`config.mk`:
```
export PLATFORM = sky130hd
export DESIGN_NAME = tsrb_bank
export DESIGN_NICKNAME = d
export VERILOG_FILES = /design/src/common/tsrb_pkg.sv /design/src/design/tsrb_bank.sv
export SDC_FILE = /design/constraint.sdc
export NUM_CORES = 1
export LEC_CHECK = 0
export BUFFER_PORTS_ARGS = -buffer_cell sky130_fd_sc_hd__buf_2
export CAP_MARGIN = 5
export CORE_ASPECT_RATIO = 0.7
export CORE_MARGIN = 4
export CORE_UTILIZATION = 50
export CTS_CLUSTER_DIAMETER = 120
export CTS_CLUSTER_SIZE = 16
export DETAILED_ROUTE_END_ITERATION = 8
export PLACE_DENSITY_LB_ADDON = 0.1
export SETUP_SLACK_MARGIN = 0.5
export SLEW_MARGIN = 20
export SYNTH_ARGS = -nofsm -noshare
export SYNTH_HDL_FRONTEND = slang
export SYNTH_SLANG_ARGS = --single-unit
```
`constraint.sdc`:
```
create_clock -name clk -period 2.8 [get_ports clk]
set_input_delay 0.14 -clock clk [delete_from_list [all_inputs] [get_ports clk]]
set_output_delay 0.14 -clock clk [all_outputs]
set_load 0.01 [all_outputs]
```
`src/common/tsrb_pkg.sv`:
```
// ============================================================
// shared constants and types of the thermal register bank
package tsrb_pkg;
   // register selector values
   localparam logic [1:0] SEL_READING = 2'h0;
   localparam logic [1:0] SEL_SETUP   = 2'h1;
   localparam logic [1:0] SEL_HYST    = 2'h2;
   localparam logic [1:0] SEL_OVERHT  = 2'h3;
   // reset values
   localparam logic [1:0]  SEL_RST    = 2'h0;
   localparam logic [7:0]  SETUP_RST  = 8'h00;
   localparam logic [15:0] HYST_RST   = 16'h4B00;
   localparam logic [15:0] OVERHT_RST = 16'h5000;
   // setup register field positions
   localparam int SETUP_SHUTDOWN = 0;
   localparam int SETUP_MODE     = 1;
   localparam int SETUP_POL      = 2;
   localparam int SETUP_FQ_LO    = 3;
   localparam int SETUP_FQ_HI    = 4;
   // fixed upper part of the 7-bit bus address
   localparam logic [3:0] ADDR_HI = 4'h9;
   // byte position inside one bus transaction
   localparam logic [1:0] BI_ADDR = 2'h0;
   localparam logic [1:0] BI_SEL  = 2'h1;
   localparam logic [1:0] BI_D0   = 2'h2;
   localparam logic [1:0] BI_D1   = 2'h3;
   localparam logic [3:0] BITS_PER_BYTE = 4'h8;

   typedef enum logic [4:0] {
      ST_IDLE = 5'h01,
      ST_RX   = 5'h02,
      ST_ACK  = 5'h04,
      ST_TX   = 5'h08,
      ST_MACK = 5'h10
   } tsrb_fsm_t;

   // complete state of the register bank
   typedef struct packed {
      logic        scl_s1, scl_s2, scl_d;
      logic        sda_s1, sda_s2, sda_d;
      logic [2:0]  adr_s1, adr_s2;
      tsrb_fsm_t   fsm;
      logic [3:0]  bitcnt;
      logic [7:0]  sh;
      logic [1:0]  byte_idx;
      logic        rw;
      logic        tx_lsb;
      logic [1:0]  sel;
      logic [7:0]  msb_hold;
      logic [7:0]  setup;
      logic [10:0] reading;
      logic [8:0]  overht;
      logic [8:0]  hyst;
      logic        alert_act;
      logic        arm_hi;
      logic [2:0]  fault_cnt;
      logic        sda_oe;
      logic        alert_oe;
      logic        conv_en;
   } tsrb_state_t;
endpackage

```
`src/design/tsrb_bank.sv`:
```
`timescale 1ns/1ps
// How it works
// - low selector bits pick one of four registers
// - selector upper six bits held at zero
// - selector latched per command, kept for rereads
// - selector resets to temperature reading
// - selector never readable, loaded by selector byte
// - setup byte read/write at 01h, reset 00h
// - reading register read-only, holds latest result
// - overheat limit read/write, resets 5000h
// - hysteresis limit read/write, resets 4B00h
// - setup bits 7..5 stored, default zero
// - fault queue depth 1, 2, 4, 6
// - setup bit 2 sets alert polarity
// - setup bit 1 picks comparator or interrupt
// - setup bit 0 selects shutdown
// - interrupt alert cleared by read or shutdown
// - shutdown stops conversions, reading holds value
// - compare only nine upper reading bits
// - alert needs configured consecutive fault count
module tsrb_bank (
   input  wire logic        clk,
   input  wire logic        rst,
   input  wire logic        scl_in,
   input  wire logic        sda_in,
   output logic             sda_out,
   output logic             sda_oe,
   input  wire logic [2:0]  addr_pins,
   input  wire logic [10:0] sample_data,
   input  wire logic        sample_valid,
   output logic             conv_enable,
   output logic             alert_output_out,
   output logic             alert_output_oe
);
   tsrb_pkg::tsrb_state_t st_r, st_nxt;

   // fault queue depth from the two setup bits
   function automatic logic [2:0] qdepth(input logic [1:0] code);
      case (code)
         2'h0:    qdepth = 3'h1;
         2'h1:    qdepth = 3'h2;
         2'h2:    qdepth = 3'h4;
         default: qdepth = 3'h6;
      endcase
   endfunction

   // byte presented to the bus for the selected register, high byte first
   function automatic logic [7:0] rd_byte(input tsrb_pkg::tsrb_state_t s);
      logic [15:0] w;
      w = 16'h0000;
      case (s.sel)
         tsrb_pkg::SEL_READING: w = {s.reading, 5'h00};
         tsrb_pkg::SEL_SETUP:   w = {s.setup, s.setup};
         tsrb_pkg::SEL_HYST:    w = {s.hyst, 7'h00};
         default:               w = {s.overht, 7'h00};
      endcase
      rd_byte = s.tx_lsb ? w[7:0] : w[15:8];
   endfunction

   logic       scl_rise, scl_fall, bus_start, bus_stop;
   logic       over, under, cond, read_hit, sd_entry;
   logic [2:0] depth;
   logic [7:0] nb;

   // ============================================================
   // next state
   always_comb begin
      st_nxt = st_r;
      nb = 8'h00;
      read_hit = 1'b0;
      sd_entry = 1'b0;
      // pins pass two flops; edge logic compares the second stage with a third, delayed copy
      st_nxt.scl_s1 = scl_in;
      st_nxt.scl_s2 = st_r.scl_s1;
      st_nxt.scl_d  = st_r.scl_s2;
      st_nxt.sda_s1 = sda_in;
      st_nxt.sda_s2 = st_r.sda_s1;
      st_nxt.sda_d  = st_r.sda_s2;
      st_nxt.adr_s1 = addr_pins;
      st_nxt.adr_s2 = st_r.adr_s1;
      scl_rise  = st_r.scl_s2 & ~st_r.scl_d;
      scl_fall  = ~st_r.scl_s2 & st_r.scl_d;
      bus_start = st_r.scl_s2 & st_r.scl_d & st_r.sda_d & ~st_r.sda_s2;
      bus_stop  = st_r.scl_s2 & st_r.scl_d & ~st_r.sda_d & st_r.sda_s2;

      // bus engine: sample on rising scl, drive on falling scl
      if (bus_start) begin
         st_nxt.fsm      = tsrb_pkg::ST_RX;
         st_nxt.bitcnt   = 4'h0;
         st_nxt.byte_idx = tsrb_pkg::BI_ADDR;
         st_nxt.sda_oe   = 1'b0;
      end else if (bus_stop) begin
         st_nxt.fsm    = tsrb_pkg::ST_IDLE;
         st_nxt.sda_oe = 1'b0;
      end else begin
         case (st_r.fsm)
            tsrb_pkg::ST_IDLE: begin
               st_nxt.sda_oe = 1'b0;
            end
            tsrb_pkg::ST_RX: begin
               if (scl_rise) begin
                  st_nxt.sh     = {st_r.sh[6:0], st_r.sda_s2};
                  st_nxt.bitcnt = st_r.bitcnt + 4'h1;
               end else if (scl_fall && st_r.bitcnt == tsrb_pkg::BITS_PER_BYTE) begin
                  st_nxt.fsm    = tsrb_pkg::ST_ACK;
                  st_nxt.sda_oe = 1'b1;
                  if (st_r.byte_idx != tsrb_pkg::BI_D1)
                     st_nxt.byte_idx = st_r.byte_idx + 2'h1;
                  case (st_r.byte_idx)
                     tsrb_pkg::BI_ADDR: begin
                        if (st_r.sh[7:1] == {tsrb_pkg::ADDR_HI, st_r.adr_s2}) begin
                           st_nxt.rw     = st_r.sh[0];
                           st_nxt.tx_lsb = 1'b0;
                           read_hit      = st_r.sh[0];
                        end else begin
                           st_nxt.fsm    = tsrb_pkg::ST_IDLE;  // not our address: stay silent
                           st_nxt.sda_oe = 1'b0;
                        end
                     end
                     tsrb_pkg::BI_SEL: begin
                        st_nxt.sel = st_r.sh[1:0];  // upper bits dropped, never stored
                     end
                     tsrb_pkg::BI_D0: begin
                        st_nxt.msb_hold = st_r.sh;  // high byte first
                        if (st_r.sel == tsrb_pkg::SEL_SETUP) begin
                           st_nxt.setup = st_r.sh;  // all eight bits kept
                           sd_entry = st_r.sh[tsrb_pkg::SETUP_SHUTDOWN] & ~st_r.setup[tsrb_pkg::SETUP_SHUTDOWN];
                        end
                     end
                     default: begin
                        // low byte commits the pair; reading register ignores writes
                        if (st_r.sel == tsrb_pkg::SEL_HYST)
                           st_nxt.hyst = {st_r.msb_hold, st_r.sh[7]};
                        else if (st_r.sel == tsrb_pkg::SEL_OVERHT)
                           st_nxt.overht = {st_r.msb_hold, st_r.sh[7]};
                     end
                  endcase
               end
            end
            tsrb_pkg::ST_ACK: begin
               if (scl_fall) begin
                  st_nxt.bitcnt = 4'h0;
                  if (st_r.rw) begin
                     nb = rd_byte(st_r);
                     st_nxt.fsm    = tsrb_pkg::ST_TX;
                     st_nxt.sh     = nb;
                     st_nxt.sda_oe = ~nb[7];
                  end else begin
                     st_nxt.fsm    = tsrb_pkg::ST_RX;
                     st_nxt.sda_oe = 1'b0;
                  end
               end
            end
            tsrb_pkg::ST_TX: begin
               if (scl_rise)
                  st_nxt.bitcnt = st_r.bitcnt + 4'h1;
               else if (scl_fall) begin
                  if (st_r.bitcnt == tsrb_pkg::BITS_PER_BYTE) begin
                     st_nxt.fsm    = tsrb_pkg::ST_MACK;
                     st_nxt.sda_oe = 1'b0;
                  end else begin
                     st_nxt.sh     = {st_r.sh[6:0], 1'b0};
                     st_nxt.sda_oe = ~st_r.sh[6];
                  end
               end
            end
            tsrb_pkg::ST_MACK: begin
               // controller ack asks for the next byte, nack ends the read
               if (scl_rise && st_r.sda_s2)
                  st_nxt.fsm = tsrb_pkg::ST_IDLE;
               else if (scl_fall) begin
                  st_nxt.tx_lsb = ~st_r.tx_lsb;
                  nb = rd_byte(st_nxt);
                  st_nxt.fsm    = tsrb_pkg::ST_TX;
                  st_nxt.bitcnt = 4'h0;
                  st_nxt.sh     = nb;
                  st_nxt.sda_oe = ~nb[7];
               end
            end
            default: begin
               st_nxt.fsm    = tsrb_pkg::ST_IDLE;
               st_nxt.sda_oe = 1'b0;
            end
         endcase
      end

      // interrupt latch clears first so a same-cycle trip still wins
      if (st_r.setup[tsrb_pkg::SETUP_MODE] && (read_hit || sd_entry))
         st_nxt.alert_act = 1'b0;

      // conversion results; frozen in shutdown
      over  = $signed(sample_data[10:2]) > $signed(st_r.overht);  // nine upper bits only
      under = $signed(sample_data[10:2]) < $signed(st_r.hyst);
      depth = qdepth(st_r.setup[tsrb_pkg::SETUP_FQ_HI:tsrb_pkg::SETUP_FQ_LO]);
      cond  = st_r.setup[tsrb_pkg::SETUP_MODE] ? (st_r.arm_hi ? over : under)
                                               : (st_r.alert_act ? under : over);
      if (sample_valid && st_r.conv_en) begin
         st_nxt.reading = sample_data;
         if (cond) begin
            if (st_r.fault_cnt + 3'h1 >= depth) begin
               st_nxt.fault_cnt = 3'h0;
               if (st_r.setup[tsrb_pkg::SETUP_MODE]) begin
                  st_nxt.alert_act = 1'b1;
                  st_nxt.arm_hi    = ~st_r.arm_hi;
               end else
                  st_nxt.alert_act = ~st_r.alert_act;
            end else
               st_nxt.fault_cnt = st_r.fault_cnt + 3'h1;
         end else
            st_nxt.fault_cnt = 3'h0;
      end

      st_nxt.conv_en = ~st_nxt.setup[tsrb_pkg::SETUP_SHUTDOWN];
      // open drain: pull low whenever the pin level should be low
      st_nxt.alert_oe = st_nxt.setup[tsrb_pkg::SETUP_POL] ? ~st_nxt.alert_act : st_nxt.alert_act;
   end

   // ============================================================
   // state register
   always_ff @(posedge clk) begin
      if (rst) begin
         st_r           <= '0;
         st_r.scl_s1    <= 1'b1;
         st_r.scl_s2    <= 1'b1;
         st_r.scl_d     <= 1'b1;
         st_r.sda_s1    <= 1'b1;
         st_r.sda_s2    <= 1'b1;
         st_r.sda_d     <= 1'b1;
         st_r.fsm       <= tsrb_pkg::ST_IDLE;
         st_r.sel       <= tsrb_pkg::SEL_RST;
         st_r.setup     <= tsrb_pkg::SETUP_RST;
         st_r.hyst      <= tsrb_pkg::HYST_RST[15:7];
         st_r.overht    <= tsrb_pkg::OVERHT_RST[15:7];
         st_r.arm_hi    <= 1'b1;
         st_r.conv_en   <= 1'b1;
      end else begin
         st_r <= st_nxt;
      end
   end

   // output enables straight from flops; the data line is only ever pulled low
   assign sda_out          = 1'b0;
   assign sda_oe           = st_r.sda_oe;
   assign conv_enable      = st_r.conv_en;
   assign alert_output_out = 1'b0;
   assign alert_output_oe  = st_r.alert_oe;

   logic rx_done, cmd_read;
   assign rx_done  = st_r.fsm == tsrb_pkg::ST_RX && scl_fall && st_r.bitcnt == tsrb_pkg::BITS_PER_BYTE
                     && !bus_start && !bus_stop;
   assign cmd_read = rx_done && st_r.byte_idx == tsrb_pkg::BI_ADDR && st_r.sh[0]
                     && st_r.sh[7:1] == {tsrb_pkg::ADDR_HI, st_r.adr_s2};
endmodule

```
==> impl_metrics.toml <==
[placement]
dp_cells = 669
io_buffers = 21
gp_congestion = 0.904
dp.final_hpwl_mm = 8.50
place_area_um2 = 4830
place_ws_ps = 371

[setup_path]
critPathArrivalTime_ps = 2520
cpPeakStageDelay_ps = 390
crit_fanout = 5
worstSetupPathType = "reg2reg"
crit_chain = "ha_4 > ha_1 > a21o_1 > a21oi_4 > nor2_1 > nand3_1 > mux2_4 > mux2_4"
end_kind = "flop"
worst_setup_path_start_kind = "flop"
cpMostUsedCell = "mux2_4"
worstPathRequired_ps = 3030
crit_slowest_cell = "dfxtp_1"

[global_routing]
grt_max_degree = 47
use_met1_pct = 33.0
use_met2_pct = 34.1
grtUsageTotal_pct = 23.3
globalRouteMet3Util_pct = 7.68
grt_pass1_vias = 3821
overflow = 0
antenna_found_initial = 0
top_usage_layer = "met2"
grt_pass1_wl_mm = 19.4

[timing]
holdWs_ps = 8.15
slew_headroom_pct = 46.0
worst_pin_slew_ps = 810
period_minus_slack_ps = 2280
worst_slack_ps = 516
rsz0062_at_grt = "true"
setup_tns_ps = 0
finalCritPeriodShare_pct = 81.6
hold_viol = 0
max_freq_mhz = 438
setup-violations-final = 0
report.final.slew_viol_count = 0
finClkSkew_ps = 5.99

[clocking]
cts_sinks = 88
cts_inserted_buffers = 9
clk_latency_ps = 340
clkTransAtPathRegs_ps = 60
cts_tree = "yes"
cts_max_level = 3
cts_buffer_depth = 2
cts_root_buf = "clkbuf_16"

[power]
seq_power_share_pct = 49.1
power_mw = 2.63
p_int_mw = 2.01
power_frac_clock_pct = 43.4
p_leak_nw = 2.11
p_comb_share_pct = 7.5
power_density_nw_per_um2 = 488
p_sw_mw = 0.621
p_sw_share_pct = 23.6
peakVddDrop_mv = 0.379

[synthesis]
synth_area_um2 = 4580
synth-edff-count = 0
synth_async_sr_flop_share_pct = 0
yosysSeqAreaShare_pct = 38.4
avgSynthCellArea_um2 = 8.49
ys_types = 62
ys_seq_elements = 88
synthesis.instances = 540
synth_warnings = 0
synthFlopType = "dfxtp_1"

[die]
die_w_um = 122
die-area_um2 = 10800
start_util_pct = 52.8
core_um2 = 8690
rows = 28
die_h_um = 88.1
pin_count = 24

[detailed_routing]
drtAntennaViolNets = 0
wl_per_cell_um = 17.2
dr.pass1.iters = 5
routed_wl_mm = 11.9
drt-vias-per-instance = 5.72
drt_iter0_drc = 310
drcViolationCount = 0
vias = 3968

[layout]
post-route-util_pct = 62.0
insertedDiodeCount = 0
drive_gt1_share_pct = 18.6
final_cell_area_um2 = 5380
stdcell_count = 694
area_growth_syn_to_layout_pct = 17.5
nets = 616
n_fill_cell = 786

[flow_run]
cap_violations = 0

[status]
outcome = "finished clean"

[worst_hold_path]
hold_class = "in2reg"
-- power by group through the flow --
stage                     Combinational [mW]  Clock (mW)  Sequential (mW)
after global placement                 0.160           0             1.32
after global routing                   0.219        1.22             1.29
after floorplan                        0.114           0             1.31
after detailed placement               0.165           0             1.32
final                                  0.197        1.14             1.29
after CTS                              0.183        1.17             1.29
-- placed cells by master, fill, tap and decap left out, types with 3 or more instances in the layout --
| cell type | instances |
|---|---|
| a221oi_1 | 6 |
| nand2_1 | 51 |
| dfxtp_2 | 8 |
| a21oi_2 | 4 |
| a21oi_1 | 44 |
| clkbuf_16 | 9 |
| and2_1 | 4 |
| ha_4 | 8 |
| nor3_1 | 4 |
| a22oi_1 | 3 |
| inv_1 | 30 |
| or2_2 | 6 |
| xnor2_1 | 3 |
| buf_2 | 21 |
| o21ai_1 | 6 |
| xor2_1 | 4 |
| a211o_1 | 6 |
| nand3_1 | 22 |
| a211oi_1 | 8 |
| mux2i_1 | 28 |
| and3_1 | 6 |
| dfxtp_1 | 80 |
| mux4_2 | 3 |
| buf_4 | 20 |
| nand2b_1 | 6 |
| nand4_1 | 7 |
| nor2b_1 | 13 |
| o21ai_0 | 12 |
| nand3b_1 | 3 |
| a21o_1 | 5 |
| nor2_1 | 60 |
| ha_1 | 20 |
| inv_2 | 4 |
| clkinv_2 | 3 |
-- final timing paths --
| path | to | from | cells past startpoint | slack [ps] |
|---|---|---|---|---|
| hold / removal | st_nxt[76] | addr_pins[0] | 2 | 8 |
| setup reg to reg | alert_output_oe | st_r[4] | 8 | 520 |
| setup / recovery | alert_output_oe | st_r[4] | 8 | 520 |
| hold reg to reg | st_nxt[82] | st_nxt[83] | 1 | 410 |
-- Yosys cell counts (3+ instances only) --
library cell	instances	share of area, %
a211o_1	6	1.1
a211oi_1	10	1.6
a21o_1	5	0.82
a21oi_1	49	5.4
a221oi_1	7	1.3
a22oi_1	3	0.49
and2_1	4	0.55
and3_1	6	0.82
buf_2	6	0.66
clkbuf_1	17	1.4
dfxtp_1	88	38
ha_1	28	7.6
inv_1	34	2.8
mux2i_1	28	6.1
mux4_2	3	1.5
nand2_1	51	4.2
nand2b_1	6	0.82
nand3_1	22	2.4
nand3b_1	3	0.49
nand4_1	7	0.96
nor2_1	60	4.9
nor2b_1	13	1.8
nor3_1	5	0.55
nor3b_1	4	0.66
o21ai_0	14	1.5
o21ai_1	4	0.44
or2_2	6	0.82
xnor2_1	3	0.57
xor2_1	4	0.76
-- cell families after synthesis --
family	share of synthesized area, %
AO/OA/AOI/OAI	16.7
XOR/XNOR	1.34
adder cells (fa/ha/maj)	7.64
buffers and inverters	5.24
flip-flops	38.4
multiplexers	8.08
other	0.0818
AND/OR/NAND/NOR	22.5
-- metal layers --
layer  part of all wire, %  wire (um)  up-vias
li1                      -          -     1950
met1                    49       5870     1863
met2                    42       4990      140
met3                   7.7        924       15
met4                   1.2        141        0
met5                     0          0        -
-- final cells by class --
class | count | area (um^2) | share of cell area (%)
Timing Repair Buffer | 43 | 275 | 5.11
Sequential cell | 88 | 1770 | 32.9
Multi-Input combinational cell | 393 | 2780 | 51.5
Clock inverter | 5 | 31.3 | 0.581
Clock buffer | 11 | 253 | 4.69
Inverter | 34 | 128 | 2.37
Tap cell | 120 | 150 | 2.79
-- registers in the layout, indices dropped and copies added (netlist names) --
signal	count
alert_output_oe	1
conv_enable	1
sda_oe	1
st_nxt	7
st_r	78
-- timing repair --
item,CTS,global route
gates resized for setup,24,17
buffers inserted,4,3
hold endpoints to repair,2,0
hold buffers,2,0
pin swaps,8,7
endpoints found under the setup margin,3,12
-- critical path: cells and delay by family (launching register included) --
family / cells / cell delay, ps
multiplexers: 2 / 630
AND/OR/NAND/NOR: 2 / 210
flip-flops: 1 / 390
AO/OA/AOI/OAI: 2 / 430
adder cells (fa/ha/maj): 2 / 510
No activity file was read; power rests on OpenSTA's default activity.
